===== src/logic/thrh_pkg.sv =====
// holds the constants and types shared by the halt/rats command handler
// assumes the rf modem checks crc_a and hands over whole bytes on the link clock
package thrh_pkg;

  // ****************************************************************
  // command codes and frame shape
  // ****************************************************************
  localparam logic [7:0] HLTA_CODE_HI  = 8'h50;  // first byte of halt command
  localparam logic [7:0] HLTA_CODE_LO  = 8'h00;  // second byte of halt command
  localparam logic [7:0] RATS_START    = 8'hE0;  // start byte of rats request
  localparam logic [2:0] CMD_FRAME_LEN = 3'h4;   // two data bytes plus two crc bytes
  localparam logic [2:0] RX_CNT_OVER   = 3'h5;   // marks a frame longer than four bytes
  localparam logic [3:0] CID_FORBIDDEN = 4'hF;   // logical address the reader may not use
  localparam logic [3:0] FSDI_STD_MAX  = 4'h8;   // last standard frame size code
  localparam logic [3:0] FSDI_256      = 4'hF;   // code that stands for 256 bytes

  // ****************************************************************
  // answer to select (ats)
  // ****************************************************************
  localparam logic [3:0] ATS_FWI  = 4'h4;   // frame waiting integer, fixed at design time (1..14)
  localparam logic [3:0] ATS_SFGI = 4'h0;   // no start-up guard time requested
  localparam logic [3:0] ATS_FSCI = 4'h8;   // tag frame size code, 256 bytes
  localparam logic [7:0] ATS_TL   = 8'h05;  // length incl. itself, crc excluded
  localparam logic [7:0] ATS_T0   = {4'h7, ATS_FSCI};  // 0x78: ta, tb, tc present
  localparam logic [7:0] ATS_TA   = 8'h80;  // same rate both ways, 106 kbps only
  localparam logic [7:0] ATS_TB   = {ATS_FWI, ATS_SFGI};
  localparam logic [7:0] ATS_TC   = 8'h00;  // neither cid nor nad supported
  localparam logic [2:0] ATS_LAST = 3'h4;   // index of the last ats byte, no history bytes

  // ****************************************************************
  // timing
  // ****************************************************************
  localparam int QUIET_TIME_US = 1000;  // silence after halt, in microseconds
  localparam int CLK_MHZ       = 40;
  localparam int QUIET_CYCLES  = QUIET_TIME_US * CLK_MHZ;  // a least time, exact here

  // ****************************************************************
  // register port
  // ****************************************************************
  localparam logic [1:0] REG_CTRL   = 2'h0;  // bit0 enables the handler
  localparam logic [1:0] REG_STATUS = 2'h1;  // state, quiet, sending
  localparam logic [1:0] REG_PARAM  = 2'h2;  // fsdi and cid as received
  localparam logic [7:0] CTRL_RESET = 8'h01;

  // ****************************************************************
  // types
  // ****************************************************************
  typedef enum logic [1:0] {
    ST_IDLE,
    ST_HALT,
    ST_ACTIVE,
    ST_PROTOCOL
  } thrh_state_type;

  typedef struct packed {
    logic       link_clk;
    logic       byte_vld;
    logic       frame_end;
    logic       crc_ok;
    logic [7:0] data;
  } thrh_link_type;

  localparam thrh_link_type LINK_RESET = '{default: '0};

endpackage


===== src/logic/thrh_link_sync.sv =====
// three-stage synchroniser for the link inputs and link clock edge finder
// assumes link inputs change around the link clock and stay put for a whole link period
`timescale 1ns/1ps
`default_nettype none

module thrh_link_sync
  import thrh_pkg::*;
(
  input  wire logic          clk,
  input  wire logic          rst_n,
  input  wire thrh_link_type link_raw,
  output var  thrh_link_type link_stable,
  output var  logic          link_rise
);

  thrh_link_type s1_ff;
  thrh_link_type s2_ff;
  thrh_link_type s3_ff;

  // ****************************************************************
  // synchroniser chain
  // ****************************************************************
  // stage one feeds stage two only, to let metastability settle
  always_ff @(posedge clk or negedge rst_n) begin
    if (!rst_n) begin
      s1_ff <= LINK_RESET;
      s2_ff <= LINK_RESET;
      s3_ff <= LINK_RESET;
    end else begin
      s1_ff <= link_raw;
      s2_ff <= s1_ff;
      s3_ff <= s2_ff;
    end
  end

  // ****************************************************************
  // accepted value and clock edge
  // ****************************************************************
  // a bit changes only once stages two and three agree, filtering one-cycle glitches
  always_ff @(posedge clk or negedge rst_n) begin
    if (!rst_n) begin
      link_stable <= LINK_RESET;
      link_rise   <= 1'b0;
    end else begin
      link_stable <= (s2_ff & ~(s2_ff ^ s3_ff)) | (link_stable & (s2_ff ^ s3_ff));
      link_rise   <= (s2_ff.link_clk & s3_ff.link_clk) & ~link_stable.link_clk;
    end
  end

endmodule

`default_nettype wire


===== src/logic/thrh_handler.sv =====
// halt and rats command handler of a type a contactless tag
// assumes the modem gives bytes, frame end and crc verdict on the link clock,
// appends crc_a to what is sent here, and that select logic pulses SELECTED on SYS_CLK
//
// Design decisions made here: the strobed register port and the register addresses.
`timescale 1ns/1ps
`default_nettype none

// Contract
// RULE_01: halt frame 0x5000 plus crc enters halt
// RULE_02: silent at least 1 ms after halt
// RULE_03: rats recognised by start byte 0xE0
// RULE_04: upper parameter nibble gives reader frame size
// RULE_05: fsdi 0x9 to 0xE treated as 0xF
// RULE_06: lower parameter nibble kept as cid
// RULE_07: cid 15 gets no answer, back idle
// RULE_08: ats length byte is 0x05
// RULE_09: ats format byte is 0x78
// RULE_10: ta(1) is 0x80, 106 kbps symmetric
// RULE_11: tb(1) holds fwi and sfgi zero
// RULE_12: reader waits start-up guard time after ats
// RULE_13: tc(1) is 0x00, no cid/nad
// RULE_14: no history bytes, crc follows tc(1)
// RULE_15: bad crc frames dropped, state kept
// RULE_16: fwi is a fixed design constant
module thrh_handler
  import thrh_pkg::*;
#(
  parameter int QUIET_CNT = QUIET_CYCLES
)
(
  input  wire logic           SYS_CLK,
  input  wire logic           RST_N,
  input  wire logic           LINK_CLK,
  input  wire logic [7:0]     RX_BYTE,
  input  wire logic           RX_BYTE_VLD,
  input  wire logic           RX_FRAME_END,
  input  wire logic           RX_CRC_OK,
  input  wire logic           SELECTED,
  input  wire logic [1:0]     REG_ADDR,
  input  wire logic [7:0]     REG_WDATA,
  input  wire logic           REG_WR,
  input  wire logic           REG_RD,
  output var  logic [7:0]     REG_RDATA,
  output var  logic [7:0]     TX_BYTE,
  output var  logic           TX_VLD,
  output var  logic           TX_LAST,
  output var  logic           TX_QUIET,
  output var  thrh_state_type TAG_STATE,
  output var  logic [3:0]     CID,
  output var  logic [8:0]     FSD_BYTES
);

  thrh_link_type  link_raw;
  thrh_link_type  link;
  logic           link_rise;
  logic [7:0]     rx_buf_ff [CMD_FRAME_LEN];
  logic [2:0]     rx_cnt_ff;
  logic           is_hlta;
  logic           is_rats;
  logic           frame_done;
  logic [7:0]     ctrl_ff;
  logic [7:0]     param_ff;
  logic [31:0]    quiet_cnt_ff;
  logic           tx_busy_ff;
  logic           tx_start_ff;
  logic [2:0]     tx_idx_ff;

  // ****************************************************************
  // functions
  // ****************************************************************
  // frame size in bytes for an fsdi or fsci code
  function automatic logic [8:0] fsd_of(input logic [3:0] code);
    logic [8:0] size;
    size = 9'h100;
    case (code)
      4'h0: size = 9'h010;
      4'h1: size = 9'h018;
      4'h2: size = 9'h020;
      4'h3: size = 9'h028;
      4'h4: size = 9'h030;
      4'h5: size = 9'h040;
      4'h6: size = 9'h060;
      4'h7: size = 9'h080;
      default: size = 9'h100;  // 0x8, 0xF and the reserved codes
    endcase
    return size;
  endfunction

  // byte of the answer to select at a given index
  function automatic logic [7:0] ats_byte(input logic [2:0] idx);
    logic [7:0] b;
    case (idx)
      3'h0: b = ATS_TL;     // [RULE_08]
      3'h1: b = ATS_T0;     // [RULE_09]
      3'h2: b = ATS_TA;     // [RULE_10]
      3'h3: b = ATS_TB;     // [RULE_11] [RULE_16]
      default: b = ATS_TC;  // [RULE_13]
    endcase
    return b;
  endfunction

  // ****************************************************************
  // link input synchronisation
  // ****************************************************************
  assign link_raw = '{link_clk: LINK_CLK, byte_vld: RX_BYTE_VLD, frame_end: RX_FRAME_END,
                      crc_ok: RX_CRC_OK, data: RX_BYTE};

  thrh_link_sync u_sync (
    .clk         (SYS_CLK),
    .rst_n       (RST_N),
    .link_raw    (link_raw),
    .link_stable (link),
    .link_rise   (link_rise)
  );

  // ****************************************************************
  // receive collection
  // ****************************************************************
  // bytes beyond four are not stored; the count stops at five so long frames never match a command
  always_ff @(posedge SYS_CLK or negedge RST_N) begin
    if (!RST_N) begin
      rx_cnt_ff <= 3'h0;
      for (int i = 0; i < CMD_FRAME_LEN; i++) begin
        rx_buf_ff[i] <= 8'h00;
      end
    end else if (link_rise && link.frame_end) begin
      rx_cnt_ff <= 3'h0;
    end else if (link_rise && link.byte_vld) begin
      if (rx_cnt_ff < CMD_FRAME_LEN) begin
        rx_buf_ff[rx_cnt_ff[1:0]] <= link.data;
      end
      if (rx_cnt_ff != RX_CNT_OVER) begin
        rx_cnt_ff <= rx_cnt_ff + 3'h1;
      end
    end
  end

  // frame decode; crc bytes are counted but checked by the modem
  assign frame_done = link_rise && link.frame_end && link.crc_ok     // [RULE_15]
                      && (rx_cnt_ff == CMD_FRAME_LEN) && ctrl_ff[0];
  assign is_hlta = frame_done && (rx_buf_ff[0] == HLTA_CODE_HI)
                   && (rx_buf_ff[1] == HLTA_CODE_LO);                // [RULE_01]
  assign is_rats = frame_done && (rx_buf_ff[0] == RATS_START);        // [RULE_03]

  // ****************************************************************
  // tag state
  // ****************************************************************
  // only a selected tag obeys halt and rats; others ignore them
  always_ff @(posedge SYS_CLK or negedge RST_N) begin
    if (!RST_N) begin
      TAG_STATE <= ST_IDLE;
    end else begin
      case (TAG_STATE)
        ST_IDLE, ST_HALT: begin
          if (SELECTED) begin
            TAG_STATE <= ST_ACTIVE;
          end
        end
        ST_ACTIVE: begin
          if (is_hlta) begin
            TAG_STATE <= ST_HALT;                                     // [RULE_01]
          end else if (is_rats && rx_buf_ff[1][3:0] == CID_FORBIDDEN) begin
            TAG_STATE <= ST_IDLE;                                     // [RULE_07]
          end else if (is_rats && !TX_QUIET) begin
            TAG_STATE <= ST_PROTOCOL;
          end
        end
        ST_PROTOCOL: begin
          TAG_STATE <= ST_PROTOCOL;  // left only by reset; deselect is handled elsewhere
        end
        default: begin
          TAG_STATE <= ST_IDLE;
        end
      endcase
    end
  end

  // ****************************************************************
  // rats parameters
  // ****************************************************************
  always_ff @(posedge SYS_CLK or negedge RST_N) begin
    if (!RST_N) begin
      param_ff  <= 8'h00;
      CID       <= 4'h0;
      FSD_BYTES <= 9'h010;
    end else if (TAG_STATE == ST_ACTIVE && is_rats
                 && rx_buf_ff[1][3:0] != CID_FORBIDDEN && !TX_QUIET) begin
      param_ff <= rx_buf_ff[1];
      CID      <= rx_buf_ff[1][3:0];                                  // [RULE_06]
      if (rx_buf_ff[1][7:4] > FSDI_STD_MAX) begin
        FSD_BYTES <= fsd_of(FSDI_256);                                // [RULE_05]
      end else begin
        FSD_BYTES <= fsd_of(rx_buf_ff[1][7:4]);                       // [RULE_04]
      end
    end
  end

  // ****************************************************************
  // quiet time after halt
  // ****************************************************************
  // counted on SYS_CLK so it holds even while the carrier clock stops
  always_ff @(posedge SYS_CLK or negedge RST_N) begin
    if (!RST_N) begin
      quiet_cnt_ff <= 32'h0;
      TX_QUIET     <= 1'b0;
    end else if (TAG_STATE == ST_ACTIVE && is_hlta) begin
      quiet_cnt_ff <= 32'(QUIET_CNT);                                 // [RULE_02]
      TX_QUIET     <= 1'b1;
    end else if (quiet_cnt_ff != 32'h0) begin
      quiet_cnt_ff <= quiet_cnt_ff - 32'h1;
      TX_QUIET     <= (quiet_cnt_ff != 32'h1);
    end
  end

  // ****************************************************************
  // ats transmitter
  // ****************************************************************
  // one byte per link period; the modem appends crc_a after the last byte
  always_ff @(posedge SYS_CLK or negedge RST_N) begin
    if (!RST_N) begin
      tx_start_ff <= 1'b0;
      tx_busy_ff  <= 1'b0;
      tx_idx_ff   <= 3'h0;
      TX_BYTE     <= 8'h00;
      TX_VLD      <= 1'b0;
      TX_LAST     <= 1'b0;
    end else begin
      if (TAG_STATE == ST_ACTIVE && is_rats && !TX_QUIET
          && rx_buf_ff[1][3:0] != CID_FORBIDDEN) begin
        tx_start_ff <= 1'b1;                                          // [RULE_07]
      end
      if (link_rise) begin
        if (tx_busy_ff && tx_idx_ff != ATS_LAST) begin
          tx_idx_ff <= tx_idx_ff + 3'h1;
          TX_BYTE   <= ats_byte(tx_idx_ff + 3'h1);
          TX_LAST   <= (tx_idx_ff + 3'h1 == ATS_LAST);                // [RULE_14]
        end else if (tx_start_ff) begin
          tx_start_ff <= 1'b0;
          tx_busy_ff  <= 1'b1;
          tx_idx_ff   <= 3'h0;
          TX_BYTE     <= ats_byte(3'h0);
          TX_VLD      <= 1'b1;
          TX_LAST     <= 1'b0;
        end else begin
          tx_busy_ff <= 1'b0;
          TX_VLD     <= 1'b0;
          TX_LAST    <= 1'b0;
          TX_BYTE    <= 8'h00;
        end
      end
    end
  end

  // ****************************************************************
  // register port
  // ****************************************************************
  // control write; the reader's guard time after the ats is its own affair
  always_ff @(posedge SYS_CLK or negedge RST_N) begin
    if (!RST_N) begin
      ctrl_ff <= CTRL_RESET;
    end else if (REG_WR && REG_ADDR == REG_CTRL) begin
      ctrl_ff <= {7'h00, REG_WDATA[0]};
    end
  end

  // read data stands the cycle after the strobe only; unmapped reads give zero
  always_ff @(posedge SYS_CLK or negedge RST_N) begin
    if (!RST_N) begin
      REG_RDATA <= 8'h00;
    end else if (REG_RD) begin
      case (REG_ADDR)
        REG_CTRL:   REG_RDATA <= ctrl_ff;
        REG_STATUS: REG_RDATA <= {4'h0, tx_busy_ff, TX_QUIET, TAG_STATE};
        REG_PARAM:  REG_RDATA <= param_ff;
        default:    REG_RDATA <= 8'h00;
      endcase
    end else begin
      REG_RDATA <= 8'h00;
    end
  end

endmodule

`default_nettype wire


===== config.mk =====
export PLATFORM = sky130hd
export DESIGN_NAME = thrh_handler
export DESIGN_NICKNAME = d
export VERILOG_FILES = /design/src/logic/thrh_pkg.sv /design/src/logic/thrh_link_sync.sv /design/src/logic/thrh_handler.sv
export SDC_FILE = /design/constraint.sdc
export NUM_CORES = 1
export LEC_CHECK = 0
export BUFFER_PORTS_ARGS = -buffer_cell sky130_fd_sc_hd__buf_4
export CORE_MARGIN = 10
export CORE_UTILIZATION = 30
export DETAILED_ROUTE_END_ITERATION = 10
export GPL_TIMING_DRIVEN = 1
export PLACE_DENSITY = 0.53
export SLEW_MARGIN = 10
export SYNTH_ARGS = -nofsm -noshare
export SYNTH_HDL_FRONTEND = slang
export SYNTH_SLANG_ARGS = --single-unit

===== constraint.sdc =====
create_clock -name SYS_CLK -period 3.2 [get_ports SYS_CLK]
set_input_delay 0.96 -clock SYS_CLK [delete_from_list [all_inputs] [get_ports SYS_CLK]]
set_output_delay 0.96 -clock SYS_CLK [all_outputs]
set_load 0.02 [all_outputs]

==> results.json <==
{
  "status": "finished clean",
  "wl_per_cell_um": 14.93,
  "synthDistinctLibCells": 54,
  "clock_tree.root_cell": "clkbuf_16",
  "insertion_delay_ns": 0.41,
  "antenna_left": 0,
  "cts.sinks": 136,
  "syn_inst": 462,
  "final.period_utilization": 0.8426,
  "dp.cells": 738,
  "yosysSeqAreaShare": 0.6037,
  "grt_antenna_before_repair": 0,
  "dieArea_um2": 24690,
  "coreArea_um2": 18580,
  "synth_edf_count": 0,
  "yosysWarningCount": 0,
  "cts_buffer_depth": 2,
  "dp_hpwl_um": 7985,
  "hold_viol_final": 0,
  "syn_to_final_growth_pct": 21.82,
  "cp.arrival_ns": 3.03,
  "drtPass1Iterations": 4,
  "syn_area_per_cell_um2": 12.21,
  "setup_viol": 0,
  "die_y_um": 157.1,
  "hp-class": "register to register",
  "crit_type": "register to register",
  "vias": 3770,
  "p_leak_nw": 3.087,
  "hold_buffers": 0,
  "synth-seq-cells": 136,
  "n_antenna_cell": 0,
  "place_congestion": 0.7776,
  "grt_max_degree": 50,
  "yosysTopAreaCellShare": 0.5944,
  "peakVddDrop_mv": 0.4010,
  "synthArstFlopShare": 1.000,
  "maxSlewViolCount": 0,
  "cp_max_fo": 10,
  "grt_first_pass_wirelength_um": 19180,
  "fmax_mhz": 370.9,
  "setup_tns_ns": 0,
  "period_minus_slack_ns": 2.696,
  "finClkSkew_ns": 0.005211,
  "drive_above_1_share": 0.2519,
  "wl_um": 11490,
  "tightest_slew_ns": 0.7215,
  "grt-ovfl-total": 0,
  "drv_cap": 0,
  "synth_top_cell_by_area": "dfrtp_1",
  "max-slew-margin-rel": 0.5146,
  "instances_no_fill": 770,
  "fillers": 1772,
  "cts-resized-gates": 0,
  "initial_core_util": 0.3036,
  "cts_buffers": 17,
  "required_ns": 3.53,
  "rsz0062_at_grt": "false",
  "portBuffers": 49,
  "cts_max_level": 4,
  "layout.nets": 562,
  "viasPerCell": 4.896,
  "cp-end-kind": "register",
  "num_rows": 50,
  "grt_pass1_vias": 3965,
  "first_iter_violations": 169,
  "yosys-top-cells-area": "dfrtp_1 59%, mux2_2 5.0%, ha_1 2.7%",
  "io_pins": 61,
  "die_w_um": 157.1,
  "worstSetupStartpointType": "register",
  "cts_setup_buffers": 0,
  "synth_area_um2": 5642,
  "cts_tree": "done",
  "path_clk_slew_ns": 0.06,
  "p_per_area_nw_per_um2": 768.7,
  "drc": 0,
  "track_usage": 0.09611,
  "ys.flop_type": "dfrtp_1"
}
## placed cells by master (no fill, tap or decap), types with 4 or more instances in the layout
cell	synthesis	routed
or4_4	4	4
nor3_1	4	4
nand2b_1	5	5
buf_4	12	58
and3_1	7	7
clkbuf_8	0	4
mux2i_1	6	6
mux2_2	25	25
nor4_1	11	11
nand3_1	12	12
o31ai_1	13	13
nand2_1	31	31
a21oi_1	22	22
inv_1	15	15
o21ai_0	24	24
maj3_1	11	11
clkbuf_16	0	17
nor2b_1	9	9
dfrtp_1	134	134
nor2_1	18	18
or4_1	7	7
and2_1	4	4
nand4_1	8	8
or3_1	9	9
ha_1	12	12
conb_1	1	4
## report_power, final
| group | internal, mW | leakage (nW) | switching (mW) | total [mW] |
|---|---|---|---|---|
| Combinational | 0.452 | 1.08 | 0.562 | 1.01 |
| Clock | 1.23 | 0.293 | 0.721 | 1.95 |
| Sequential | 2.02 | 1.72 | 0.295 | 2.32 |
## final timing paths
kind	startpoint	endpoint	slack, ns	cells past startpoint
max	quiet_cnt_ff[16]	quiet_cnt_ff[31]	0.50	5
min	u_sync.s1_ff[9]	u_sync.s2_ff[9]	0.34	0
max reg2reg	quiet_cnt_ff[16]	quiet_cnt_ff[31]	0.50	5
min reg2reg	u_sync.s1_ff[9]	u_sync.s2_ff[9]	0.34	0
max in group asynchronous	RST_N	FSD_BYTES[4]	1.96	2
min in group asynchronous	RST_N	u_sync.s1_ff[4]	0.48	1
## stage by stage
| step | util | hold WS (ns) | instance area [um2] | power (mW) | setup slack (ns) |
|---|---|---|---|---|---|
| 2_1_floorplan | - | 0.3312 | 5653 | 3.039 | 0.6360 |
| 3_3_place_gp | 0.3376 | 0.3359 | 6272 | 3.285 | 0.6086 |
| 3_5_place_dp | 0.3376 | 0.3347 | 6272 | 3.358 | 0.5162 |
| 4_1_cts | 0.3699 | 0.3426 | 6873 | 5.342 | 0.4984 |
| 5_1_grt | 0.3699 | 0.3488 | 6873 | 5.603 | 0.4325 |
| 6_report | 0.3699 | 0.3411 | 6873 | 5.283 | 0.5036 |
## state kept, by name, indices dropped and copies added (netlist names), 2 cells and up, named ones only
register      flops
FSD_BYTES         6
u_sync.s3_ff     12
quiet_cnt_ff     32
param_ff          5
CID               3
rx_buf_ff        16
tx_idx_ff         3
u_sync.s2_ff     12
TAG_STATE         2
u_sync.s1_ff     12
REG_RDATA         8
TX_BYTE           4
rx_cnt_ff         3
## synth_stat cells (all sizes together) (2+ instances only)
master / count
a21oi: 22
a22o: 3
a22oi: 3
a31oi: 2
a32o: 2
a41o: 2
and2: 4
and3: 7
buf: 15
clkbuf: 6
dfrtp: 134
dfstp: 2
ha: 12
inv: 15
maj3: 11
mux2: 25
mux2i: 6
nand2: 31
nand2b: 5
nand3: 12
nand3b: 2
nand4: 8
nor2: 18
nor2b: 9
nor3: 4
nor4: 11
nor4b: 3
o21ai: 24
o31ai: 13
o41ai: 3
or2: 3
or3: 12
or4: 14
xnor2: 3
xor2: 3
## layer usage
metal / vias up / global-route usage / wire length [um]
li1: 1788 / - / -
met1: 1871 / 0.1172 / 5402
met2: 88 / 0.1484 / 5228
met3: 23 / 0.03111 / 565
met4: 0 / 0.05120 / 296
met5: - / 0 / 0
## critical path: stages (launching register included)
cell and delay (ns):
dfrtp_1 0.45, or4_4 0.54, or4_4 0.53, or4_4 0.52
or4_1 0.41, a21oi_1 0.17
## final cells by class
type                       count  area, um2  area share
sequential                   136       3406      0.4955
timing repair buffer          60      466.7     0.06790
multi-input combinational    293       2051      0.2984
clock buffer                  22      484.2     0.07045
clock inverter                10      116.4     0.01693
tap                          234      292.8     0.04260
inverter                      15      56.30    0.008192
## cells by family (layout without fill, tap and decap cells)
kind of cell,Yosys count,after routing,share of synthesized area
other cells,1,4,0.0006647
mux,31,31,0.06055
compound gates,82,82,0.09604
fa+ha+maj,23,23,0.04613
flops,136,136,0.6037
xor+xnor,6,6,0.009316
buf+inv,36,107,0.03482
simple gates,147,147,0.1488
(Power assumes the default switching activity.)
